==> src/hw/cfs_pkg.sv <==
// constants and types shared by the transceiver fault supervisor
package cfs_pkg;
	localparam logic [7:0] CFS_ADDR_FAULT_STATUS = 8'h76;
	localparam logic [7:0] CFS_ADDR_ANALOG_TRIM  = 8'h77;
	localparam logic [7:0] CFS_ADDR_OSC_CTRL     = 8'h78;
	localparam logic [7:0] CFS_ADDR_LOCK         = 8'h7C;
	localparam logic [7:0] CFS_ADDR_FAULT_TIME   = 8'h7D;
	localparam logic [7:0] CFS_RST_FAULT_STATUS  = 8'h80;
	localparam logic [7:0] CFS_RST_ANALOG_TRIM   = 8'h0F;
	localparam logic [7:0] CFS_RST_FAULT_TIME    = 8'hFF;
	localparam logic [7:0] CFS_RST_OSC_CTRL      = 8'h02;
	localparam logic [7:0] CFS_UNLOCK_KEY        = 8'hA6;
	localparam int         CFS_BIT_ENABLE        = 7;
	localparam int         CFS_BIT_THERMAL       = 5;
	localparam int         CFS_BIT_HI_PWR        = 4;
	localparam int         CFS_BIT_HI_GND        = 3;
	localparam int         CFS_BIT_LO_PWR        = 2;
	localparam int         CFS_BIT_LO_GND        = 1;
	localparam int         CFS_BIT_TOGETHER      = 0;
	localparam int         CFS_BIT_CRYSTAL_OSCILLATOR_EN       = 0;
	localparam int         CFS_BIT_INTERNAL_OSCILLATOR_EN       = 1;
	localparam int         CFS_BIT_STOP          = 2;
	// dominant time-out: 40 kbaud floor allows roughly 17 bit times
	localparam int         CFS_TDOM_US           = 425;
	localparam int         CFS_CLK_MHZ           = 100;
	localparam int         CFS_TDOM_CYCLES       = CFS_TDOM_US * CFS_CLK_MHZ;
	localparam int         CFS_FAULT_CNT_W       = 9;
	localparam int         CFS_TDOM_W            = 20;
	typedef enum logic [1:0] {
		CFS_TX_IDLE,
		CFS_TX_TIMING,
		CFS_TX_BLOCKED
	} cfs_tx_state_t;
endpackage : cfs_pkg

==> src/hw/cfs_reg_if.sv <==
// status register write strobe and write data, used only inside the top
`timescale 1ns/10ps
interface cfs_reg_if;
	logic       wr_fault_status;
	logic [7:0] wr_data;
	modport master (output wr_fault_status, output wr_data);
	modport slave  (input  wr_fault_status, input  wr_data);
endinterface : cfs_reg_if

==> src/hw/cfs_sync3.sv <==
// three-stage input synchroniser, change accepted when stages two and three agree
`timescale 1ns/10ps
module cfs_sync3 (
	input  wire logic clk_in,
	input  wire logic nrst_in,
	input  wire logic ce_in,
	input  wire logic rst_val_in,
	input  wire logic d_in,
	output logic      q_out
);
	logic s1;
	logic s2;
	logic s3;
	logic q_x;
	logic agree;
	assign agree = (s2 == s3);
	// stages hold the input relative to its idle level, so reset stays a constant
	assign q_out = q_x ^ rst_val_in;
	always_ff @(posedge clk_in or negedge nrst_in) begin
		if (!nrst_in) begin
			s1  <= 1'b0;
			s2  <= 1'b0;
			s3  <= 1'b0;
			q_x <= 1'b0;
		end else if (ce_in) begin
			s1 <= d_in ^ rst_val_in;
			s2 <= s1;
			s3 <= s2;
			if (agree) q_x <= s3;
		end
	end
endmodule : cfs_sync3

==> src/hw/cfs_tol_counter.sv <==
// toleration counter in bit times for one persistent short condition
`timescale 1ns/10ps
module cfs_tol_counter
	import cfs_pkg::*;
(
	input  wire logic       clk_in,
	input  wire logic       nrst_in,
	input  wire logic       ce_in,
	input  wire logic       cond_in,
	input  wire logic       tick_in,
	input  wire logic       restart_in,
	input  wire logic [7:0] limit_in,
	output logic            expired_out
);
	logic [CFS_FAULT_CNT_W-1:0] cnt;
	logic [CFS_FAULT_CNT_W-1:0] target;
	assign target      = {1'b0, limit_in} + 9'h001;
	assign expired_out = cond_in && tick_in && (cnt + 9'h001 >= target);
	always_ff @(posedge clk_in or negedge nrst_in) begin
		if (!nrst_in) begin
			cnt <= '0;
		end else if (ce_in) begin
			if (!cond_in || restart_in) cnt <= '0;
			else if (tick_in && cnt < target) cnt <= cnt + 9'h001;
		end
	end
endmodule : cfs_tol_counter

==> src/hw/cfs_supervisor.sv <==
// CAN transceiver fault supervisor: dominant time-out, fault flags, trim and oscillator enables
// Notes on behaviour
// - long low on transmit input after receive falling edge disables transmitter
// - rising edge on transmit input clears the dominant time-out timer
// - with detection on, any fault keeps transceiver off until cleared and gone
// - status bit 7 is the fault detection enable, read and write
// - bit 5 shows thermal shutdown; any change raises thermal interrupt flag
// - bit 4 high-to-power after toleration; write 1 clears and restarts counter
// - bit 3 high-to-ground; write 1 clears
// - bit 2 low-to-power; write 1 clears
// - bit 1 low-to-ground after toleration; write 1 clears and restarts counter
// - bit 0 lines shorted together; write 1 clears
// - toleration time register writable only after lock key A6 written
// - toleration equals programmed count plus one bit times
// - analog trim register writable only after lock key A6 written
// - upper three bits of analog trim pick receiver bias current
// - regulator trim field resets to 011
// - hysteresis control bit zero enables hysteresis, one disables
// - thermal select zero picks low threshold, one picks high threshold
// - crystal oscillator disabled after reset, enable bit runs it unless stop mode
// - internal oscillator on unless stop mode or its enable cleared
`timescale 1ns/10ps
module cfs_supervisor
	import cfs_pkg::*;
(
	input  wire logic       MCLK_IN,
	input  wire logic       NRST_IN,
	input  wire logic       CE_IN,
	input  wire logic       REG_WR_IN,
	input  wire logic       REG_RD_IN,
	input  wire logic [7:0] REG_ADDR_IN,
	input  wire logic [7:0] REG_WDATA_IN,
	output logic      [7:0] REG_RDATA_OUT,
	input  wire logic       TX_IN,
	input  wire logic       RX_IN,
	input  wire logic       BIT_TICK_IN,
	input  wire logic       HI_PWR_SHORT_IN,
	input  wire logic       HI_GND_SHORT_IN,
	input  wire logic       LO_PWR_SHORT_IN,
	input  wire logic       LO_GND_SHORT_IN,
	input  wire logic       LINES_SHORT_IN,
	input  wire logic       THERMAL_SHUTDOWN_IN,
	output logic            TX_ENABLE_OUT,
	output logic            THERMAL_INTERRUPT_FLAG_OUT,
	output logic      [2:0] RECEIVER_BIAS_SELECT_OUT,
	output logic      [2:0] REGULATOR_VOLTAGE_TRIM_OUT,
	output logic            HYSTERESIS_DISABLE_BIT_OUT,
	output logic            THERMAL_THRESHOLD_SELECT_OUT,
	output logic            CRYSTAL_OSC_ENABLE_OUT,
	output logic            INTERNAL_OSC_ENABLE_OUT
);
	logic tx_s;
	logic rx_s;
	logic hp_s;
	logic hg_s;
	logic lp_s;
	logic lg_s;
	logic sh_s;
	logic th_s;

	// tx and rx idle high, so their synchronisers leave reset at one: no false edge
	cfs_sync3 u_sync_tx (
		.clk_in     (MCLK_IN),
		.nrst_in    (NRST_IN),
		.ce_in      (CE_IN),
		.rst_val_in (1'b1),
		.d_in       (TX_IN),
		.q_out      (tx_s)
	);

	cfs_sync3 u_sync_rx (
		.clk_in     (MCLK_IN),
		.nrst_in    (NRST_IN),
		.ce_in      (CE_IN),
		.rst_val_in (1'b1),
		.d_in       (RX_IN),
		.q_out      (rx_s)
	);

	cfs_sync3 u_sync_hp (
		.clk_in     (MCLK_IN),
		.nrst_in    (NRST_IN),
		.ce_in      (CE_IN),
		.rst_val_in (1'b0),
		.d_in       (HI_PWR_SHORT_IN),
		.q_out      (hp_s)
	);

	cfs_sync3 u_sync_hg (
		.clk_in     (MCLK_IN),
		.nrst_in    (NRST_IN),
		.ce_in      (CE_IN),
		.rst_val_in (1'b0),
		.d_in       (HI_GND_SHORT_IN),
		.q_out      (hg_s)
	);

	cfs_sync3 u_sync_lp (
		.clk_in     (MCLK_IN),
		.nrst_in    (NRST_IN),
		.ce_in      (CE_IN),
		.rst_val_in (1'b0),
		.d_in       (LO_PWR_SHORT_IN),
		.q_out      (lp_s)
	);

	cfs_sync3 u_sync_lg (
		.clk_in     (MCLK_IN),
		.nrst_in    (NRST_IN),
		.ce_in      (CE_IN),
		.rst_val_in (1'b0),
		.d_in       (LO_GND_SHORT_IN),
		.q_out      (lg_s)
	);

	cfs_sync3 u_sync_sh (
		.clk_in     (MCLK_IN),
		.nrst_in    (NRST_IN),
		.ce_in      (CE_IN),
		.rst_val_in (1'b0),
		.d_in       (LINES_SHORT_IN),
		.q_out      (sh_s)
	);

	cfs_sync3 u_sync_th (
		.clk_in     (MCLK_IN),
		.nrst_in    (NRST_IN),
		.ce_in      (CE_IN),
		.rst_val_in (1'b0),
		.d_in       (THERMAL_SHUTDOWN_IN),
		.q_out      (th_s)
	);

	// register decode
	cfs_reg_if rif ();
	logic       unlocked;
	logic       wr_status;
	logic       wr_trim;
	logic       wr_time;
	logic       wr_lock;
	logic       wr_osc;
	assign wr_status = REG_WR_IN && (REG_ADDR_IN == CFS_ADDR_FAULT_STATUS);
	assign wr_trim   = REG_WR_IN && (REG_ADDR_IN == CFS_ADDR_ANALOG_TRIM) && unlocked;
	assign wr_time   = REG_WR_IN && (REG_ADDR_IN == CFS_ADDR_FAULT_TIME) && unlocked;
	assign wr_lock   = REG_WR_IN && (REG_ADDR_IN == CFS_ADDR_LOCK);
	assign wr_osc    = REG_WR_IN && (REG_ADDR_IN == CFS_ADDR_OSC_CTRL);
	assign rif.wr_fault_status = wr_status;
	assign rif.wr_data         = REG_WDATA_IN;

	// lock: open only while the key is the last value written
	always_ff @(posedge MCLK_IN or negedge NRST_IN) begin
		if (!NRST_IN) unlocked <= 1'b0;
		else if (CE_IN && wr_lock) unlocked <= (REG_WDATA_IN == CFS_UNLOCK_KEY);
	end

	logic [7:0] analog_trim_config;
	logic [7:0] fault_tolerance_count;
	logic [7:0] osc_ctrl;
	always_ff @(posedge MCLK_IN or negedge NRST_IN) begin
		if (!NRST_IN) begin
			analog_trim_config    <= CFS_RST_ANALOG_TRIM;
			fault_tolerance_count <= CFS_RST_FAULT_TIME;
			osc_ctrl              <= CFS_RST_OSC_CTRL;
		end else if (CE_IN) begin
			if (wr_trim) analog_trim_config <= REG_WDATA_IN;
			if (wr_time) fault_tolerance_count <= REG_WDATA_IN;
			if (wr_osc) osc_ctrl <= REG_WDATA_IN & 8'h07;
		end
	end

	// analog controls straight from the trim register
	assign RECEIVER_BIAS_SELECT_OUT     = analog_trim_config[7:5];
	assign REGULATOR_VOLTAGE_TRIM_OUT   = analog_trim_config[4:2];
	assign HYSTERESIS_DISABLE_BIT_OUT   = analog_trim_config[1];
	assign THERMAL_THRESHOLD_SELECT_OUT = analog_trim_config[0];
	assign CRYSTAL_OSC_ENABLE_OUT       = osc_ctrl[CFS_BIT_CRYSTAL_OSCILLATOR_EN] && !osc_ctrl[CFS_BIT_STOP];
	// glitch-free gating lives in the oscillator cell; this is a level gated from two register bits
	assign INTERNAL_OSC_ENABLE_OUT      = osc_ctrl[CFS_BIT_INTERNAL_OSCILLATOR_EN] && !osc_ctrl[CFS_BIT_STOP];

	// fault status
	logic fault_detect_enable;
	logic high_line_power_short_flag;
	logic high_line_ground_short_flag;
	logic low_line_power_short_flag;
	logic low_line_ground_short_flag;
	logic lines_shorted_together_flag;
	logic thermal_prev;
	logic thermal_interrupt_flag;
	logic hp_expired;
	logic lg_expired;
	logic restart_hp;
	logic restart_lg;
	logic [4:0] clr;
	assign clr        = rif.wr_fault_status ? rif.wr_data[4:0] : 5'h00;
	assign restart_hp = clr[CFS_BIT_HI_PWR];
	assign restart_lg = clr[CFS_BIT_LO_GND];

	// only these two faults wait out the toleration time; the others set at once
	cfs_tol_counter u_tol_hp (
		.clk_in      (MCLK_IN),
		.nrst_in     (NRST_IN),
		.ce_in       (CE_IN),
		.cond_in     (hp_s && fault_detect_enable),
		.tick_in     (BIT_TICK_IN),
		.restart_in  (restart_hp),
		.limit_in    (fault_tolerance_count),
		.expired_out (hp_expired)
	);

	cfs_tol_counter u_tol_lg (
		.clk_in      (MCLK_IN),
		.nrst_in     (NRST_IN),
		.ce_in       (CE_IN),
		.cond_in     (lg_s && fault_detect_enable),
		.tick_in     (BIT_TICK_IN),
		.restart_in  (restart_lg),
		.limit_in    (fault_tolerance_count),
		.expired_out (lg_expired)
	);

	logic set_hg;
	logic set_lp;
	logic set_sh;
	assign set_hg = hg_s && fault_detect_enable;
	assign set_lp = lp_s && fault_detect_enable;
	assign set_sh = sh_s && fault_detect_enable;

	// set wins over a clear in the same cycle
	always_ff @(posedge MCLK_IN or negedge NRST_IN) begin
		if (!NRST_IN) begin
			fault_detect_enable         <= CFS_RST_FAULT_STATUS[CFS_BIT_ENABLE];
			high_line_power_short_flag  <= 1'b0;
			high_line_ground_short_flag <= 1'b0;
			low_line_power_short_flag   <= 1'b0;
			low_line_ground_short_flag  <= 1'b0;
			lines_shorted_together_flag <= 1'b0;
		end else if (CE_IN) begin
			if (wr_status) fault_detect_enable <= REG_WDATA_IN[CFS_BIT_ENABLE];
			high_line_power_short_flag  <= hp_expired ||
				(high_line_power_short_flag && !clr[CFS_BIT_HI_PWR]);
			high_line_ground_short_flag <= set_hg ||
				(high_line_ground_short_flag && !clr[CFS_BIT_HI_GND]);
			low_line_power_short_flag   <= set_lp ||
				(low_line_power_short_flag && !clr[CFS_BIT_LO_PWR]);
			low_line_ground_short_flag  <= lg_expired ||
				(low_line_ground_short_flag && !clr[CFS_BIT_LO_GND]);
			lines_shorted_together_flag <= set_sh ||
				(lines_shorted_together_flag && !clr[CFS_BIT_TOGETHER]);
		end
	end

	// thermal: interrupt flag sticky until a status write clears it with bit 5
	logic thermal_change;
	assign thermal_change = (th_s != thermal_prev);
	always_ff @(posedge MCLK_IN or negedge NRST_IN) begin
		if (!NRST_IN) begin
			thermal_prev           <= 1'b0;
			thermal_interrupt_flag <= 1'b0;
		end else if (CE_IN) begin
			thermal_prev           <= th_s;
			thermal_interrupt_flag <= thermal_change ||
				(thermal_interrupt_flag &&
				!(wr_status && REG_WDATA_IN[CFS_BIT_THERMAL]));
		end
	end
	assign THERMAL_INTERRUPT_FLAG_OUT = thermal_interrupt_flag;

	logic any_flag;
	logic fault_block;
	assign any_flag = high_line_power_short_flag | high_line_ground_short_flag |
		low_line_power_short_flag | low_line_ground_short_flag |
		lines_shorted_together_flag;
	logic any_short;
	logic fault_hold;
	assign any_short = hp_s | hg_s | lp_s | lg_s | sh_s;

	// a cleared toleration flag restarts its count, so hold off until the short is gone
	always_ff @(posedge MCLK_IN or negedge NRST_IN) begin
		if (!NRST_IN) fault_hold <= 1'b0;
		else if (CE_IN) fault_hold <= (any_flag || fault_hold) && any_short;
	end
	assign fault_block = fault_detect_enable && (any_flag || fault_hold);

	// dominant time-out
	cfs_tx_state_t              tx_state;
	cfs_tx_state_t              next_tx_state;
	logic [CFS_TDOM_W-1:0]      dom_cnt;
	logic                       tx_prev;
	logic                       rx_prev;
	logic                       rx_fall;
	logic                       tx_rise;
	logic                       dom_expired;
	assign rx_fall     = rx_prev && !rx_s;
	assign tx_rise     = !tx_prev && tx_s;
	assign dom_expired = (dom_cnt >= CFS_TDOM_W'(CFS_TDOM_CYCLES - 1));

	always_comb begin
		next_tx_state = tx_state;
		case (tx_state)
			CFS_TX_IDLE:    if (rx_fall && !tx_s) next_tx_state = CFS_TX_TIMING;
			CFS_TX_TIMING: begin
				if (tx_rise || tx_s) next_tx_state = CFS_TX_IDLE;
				else if (dom_expired) next_tx_state = CFS_TX_BLOCKED;
			end
			CFS_TX_BLOCKED: if (tx_rise) next_tx_state = CFS_TX_IDLE;
			default:        next_tx_state = CFS_TX_IDLE;
		endcase
	end

	always_ff @(posedge MCLK_IN or negedge NRST_IN) begin
		if (!NRST_IN) begin
			tx_state <= CFS_TX_IDLE;
			dom_cnt  <= '0;
			tx_prev  <= 1'b1;
			rx_prev  <= 1'b1;
		end else if (CE_IN) begin
			tx_state <= next_tx_state;
			tx_prev  <= tx_s;
			rx_prev  <= rx_s;
			if (next_tx_state != CFS_TX_TIMING) dom_cnt <= '0;
			else dom_cnt <= dom_cnt + CFS_TDOM_W'(1);
		end
	end

	// transmitter enable: registered so it never glitches
	always_ff @(posedge MCLK_IN or negedge NRST_IN) begin
		if (!NRST_IN) TX_ENABLE_OUT <= 1'b0;
		else if (CE_IN) TX_ENABLE_OUT <= (next_tx_state != CFS_TX_BLOCKED) && !fault_block &&
			!th_s;
	end

	// read mux
	logic [7:0] status_rd;
	logic [7:0] rd_mux;
	assign status_rd = {fault_detect_enable, 1'b0, th_s, high_line_power_short_flag,
		high_line_ground_short_flag, low_line_power_short_flag,
		low_line_ground_short_flag, lines_shorted_together_flag};
	assign rd_mux = (REG_ADDR_IN == CFS_ADDR_FAULT_STATUS) ? status_rd :
		(REG_ADDR_IN == CFS_ADDR_ANALOG_TRIM) ? analog_trim_config :
		(REG_ADDR_IN == CFS_ADDR_FAULT_TIME)  ? fault_tolerance_count :
		(REG_ADDR_IN == CFS_ADDR_OSC_CTRL)    ? osc_ctrl :
		(REG_ADDR_IN == CFS_ADDR_LOCK)        ? {7'h00, unlocked} : 8'h00;

	always_ff @(posedge MCLK_IN or negedge NRST_IN) begin
		if (!NRST_IN) REG_RDATA_OUT <= 8'h00;
		else if (CE_IN && REG_RD_IN) REG_RDATA_OUT <= rd_mux;
	end
endmodule : cfs_supervisor

==> config.mk <==
export PLATFORM = sky130hd
export DESIGN_NAME = cfs_supervisor
export DESIGN_NICKNAME = d
export VERILOG_FILES = /design/src/hw/cfs_pkg.sv /design/src/hw/cfs_reg_if.sv /design/src/hw/cfs_sync3.sv /design/src/hw/cfs_tol_counter.sv /design/src/hw/cfs_supervisor.sv
export SDC_FILE = /design/constraint.sdc
export NUM_CORES = 1
export LEC_CHECK = 0
export BUFFER_PORTS_ARGS = -buffer_cell sky130_fd_sc_hd__buf_2
export CAP_MARGIN = 20
export CORE_ASPECT_RATIO = 1.1
export CORE_MARGIN = 2
export CORE_UTILIZATION = 65
export DETAILED_ROUTE_END_ITERATION = 8
export PLACE_DENSITY = 0.85
export SLEW_MARGIN = 0
export SYNTH_ARGS = -nofsm -noshare
export SYNTH_HDL_FRONTEND = slang
export SYNTH_SLANG_ARGS = --single-unit
==> constraint.sdc <==
create_clock -name MCLK_IN -period 6.4 [get_ports MCLK_IN]
set_clock_uncertainty 0.05 [all_clocks]
set_input_delay 0.96 -clock MCLK_IN [delete_from_list [all_inputs] [get_ports MCLK_IN]]
set_output_delay 0.96 -clock MCLK_IN [all_outputs]
set_load 0.005 [all_outputs]
==> flow_summary.toml <==
[cts]
clockBufferDepth = 2
numCtsBuffers = 9
cts_root_buf = "clkbuf_8"
post-cts-setup-buffer-count = 0
clk_pin_slew_ns = 0.12
h-tree-depth = 3
clock-sinks = 112
clock_latency_ns = 0.39
cts-resized-gates = 0
cts_tree = "done"
hold_buffers = 0

[detailed_routing]
drt-initial-drc-count = 283
dr.pass1.iters = 7
drt_wl_total_um = 14280
vias = 5222
met1Wirelength_um = 6008
top_layer_used = "met4"
wl_met3_um = 722
ant_nets = 0
wl_per_cell_um = 17.70
drc_errors = 0
wl_met2_um = 7201
vias_per_cell = 6.471

[worst_setup_path]
arrival_ns = 3.57
rr_endpoint = "u_tol_lg.cnt[1]"
cp-startpoint = "CE_IN"
cp-end-kind = "register"
critPathRequiredTime_ns = 6.67
r2r_setup_slack_ns = 3.11
slowest_stage = "buf_4"
crit_type = "input port to register"
slowest_delay_ns = 0.57
cp-start-kind = "input port"
critPathMaxFanout = 71
cp_cell_sequence = "buf_2 > buf_4 > inv_2 > nor4_1 > nand3_1 > mux2_2"
path_depth = 6
reg2regPathDepth = 10
crit_buf_inv = 3
endpoint = "fault_tolerance_count[0]"
crit_family = "buffers and inverters"
r2r_start = "fault_tolerance_count[0]"

[hold_path]
min_delay_path_depth = 2
hp-class = "register to register"
worstHoldStart = "tx_prev"

[timing]
whs_ns = 0.4375
hold_violations = 0
setup_tns_ns = 0
slew_violations = 0
clock.fmax_mhz = 303.2
post-route-min-period_ns = 3.298
slew_headroom = 0.4238
worst_pin_slew_ns = 0.8630
setup_viol = 0
fin_crit_sh = 0.5154
rsz0062_at_grt = "false"

[logic_synthesis]
syn-num-nets = 715
synth_flop_cell = "dfrtp_1"
yosys_warnings = 0
postSynthAreaPerCell_um2 = 9.936
ys_types = 65
synth_edf_count = 0
ys_seq_elements = 112
synth_cells = 645
synth_area_um2 = 6409
async_flop_share = 1.000
ys_seq_area_frac = 0.4405

[floorplan]
fp.dieH_um = 108.1
start_util = 0.6575
ios = 50
die_area_um2 = 10670
rows = 38
die_w_um = 98.68
core_area_um2 = 9747

[pwr]
p_int_w = 0.001046
power_density_nw_per_um2 = 216.2
p_comb_frac = 0.130
seqPwrFrac = 0.561
pwr-share-clk = 0.309
p_sw_w = 0.0004502
peakVddDrop_mv = 0.1670
p_total_w = 0.001496
power_leakage_nw = 3.093
switching_share = 0.3009

[layout]
antennaDiodeCount = 0
final_cell_mix = "dfrtp_1 (96), nand2_1 (76), buf_2 (48), ha_1 (40), nand3_1 (38)"
seqCellArea_um2 = 2823
syn2layout_area_growth_pct = 7.985
final_nets = 752
n_fill_cell = 694
multiInputGateArea_um2 = 3372
final_common_cell = "dfrtp_1"
drive_gt1_frac = 0.1994
finish.utilization = 0.7100
fin_area_um2 = 6920

[global_route]
grt_pass1_vias = 5026
antenna_found_initial = 0
grt_max_degree = 72
grt_pass1_wl_um = 23990
grt_usage = 0.2782
grt-ovfl-total = 0

[place]
hpwl_um = 10090
placed_cell_area_um2 = 6698
io_buffers = 49
gp_congestion = 0.8633

[run_status]
status = "completed"

[run]
maxCapViolCount = 0
## metrics by stage
stage	worst slack, ns	std cells
final	3.102	807
after floorplan	3.478	645
after global routing	2.908	807
after detailed placement	2.733	791
after global placement	2.818	791
after CTS	3.142	807
## worst reg2reg max path, cell delays in order (launching register included)
cell and delay, ns:
dfstp_2 0.62, ha_1 0.20, nand3_1 0.12, nor2_1 0.18
xnor2_1 0.28, ha_1 0.34, a22o_1 0.23, o41ai_1 0.36
and2_1 0.33, o21ai_1 0.19, a32o_1 0.28
## power by group through the flow
stage                     sequential, W  clock (W)  combinational [W]
final                          0.000840   0.000463           0.000194
after CTS                      0.000838   0.000471           0.000196
after floorplan                0.000828          0           0.000142
after detailed placement       0.000852          0           0.000195
after global placement         0.000847          0           0.000184
after global routing           0.000850   0.000499           0.000221
## per-layer routing
metal,up-vias,track usage
met3,30,0.03232
met4,0,0.1233
met5,-,0
met1,2563,0.3646
li1,2452,-
met2,177,0.4699
## cell type report
| class | instances | area share |
|---|---|---|
| multi-input combinational | 484 | 0.4873 |
| sequential | 112 | 0.4079 |
| timing repair buffer | 51 | 0.03797 |
| tap | 120 | 0.02170 |
| clock buffer | 9 | 0.01790 |
| clock inverter | 7 | 0.01428 |
| inverter | 24 | 0.01302 |
## worst min-delay path by stage
stage                        to  slack [ns]
2_1_floorplan           rx_prev        0.39
3_3_place_gp   REG_RDATA_OUT[7]        0.42
3_5_place_dp   REG_RDATA_OUT[7]        0.42
4_1_cts                 rx_prev        0.44
5_1_grt                 rx_prev        0.48
6_report                tx_prev        0.44
## state kept, by name (all words and copies together), names as in the netlist, 2 cells and up
| name | count |
|---|---|
| tx_state | 2 |
| u_tol_lg.cnt | 9 |
| osc_ctrl | 3 |
| u_tol_hp.cnt | 9 |
| REG_RDATA_OUT | 8 |
| fault_tolerance_count | 8 |
| analog_trim_config | 8 |
| dom_cnt | 20 |
## cells by family (layout without fill, tap and decap cells)
logic type | count (synthesis) | count (layout) | synth area share
compound gates | 169 | 169 | 0.1798
xor+xnor | 21 | 21 | 0.02870
simple gates | 215 | 215 | 0.1718
fa+ha+maj | 40 | 40 | 0.07809
flops | 112 | 112 | 0.4405
mux | 39 | 39 | 0.06775
buf+inv | 49 | 91 | 0.03339
## synthesized netlist by cell type, drive strengths merged (7+ instances only)
master | n | share of area
dfrtp | 96 | 0.37
nand2 | 77 | 0.046
o21ai | 59 | 0.046
ha | 40 | 0.078
nand3 | 39 | 0.031
mux2 | 35 | 0.061
a21oi | 30 | 0.024
nor2 | 29 | 0.017
inv | 24 | 0.014
clkbuf | 16 | 0.0094
dfstp | 16 | 0.066
a22o | 13 | 0.018
nand4 | 12 | 0.012
nor4 | 12 | 0.017
xnor2 | 11 | 0.015
o211ai | 10 | 0.012
xor2 | 10 | 0.014
buf | 9 | 0.010
nand2b | 9 | 0.0088
o31ai | 9 | 0.015
a32o | 8 | 0.012
nor2b | 8 | 0.0078
a21o | 7 | 0.0082
nor3 | 7 | 0.0070
o311ai | 7 | 0.0096
No activity file was read; power rests on OpenSTA's default activity.
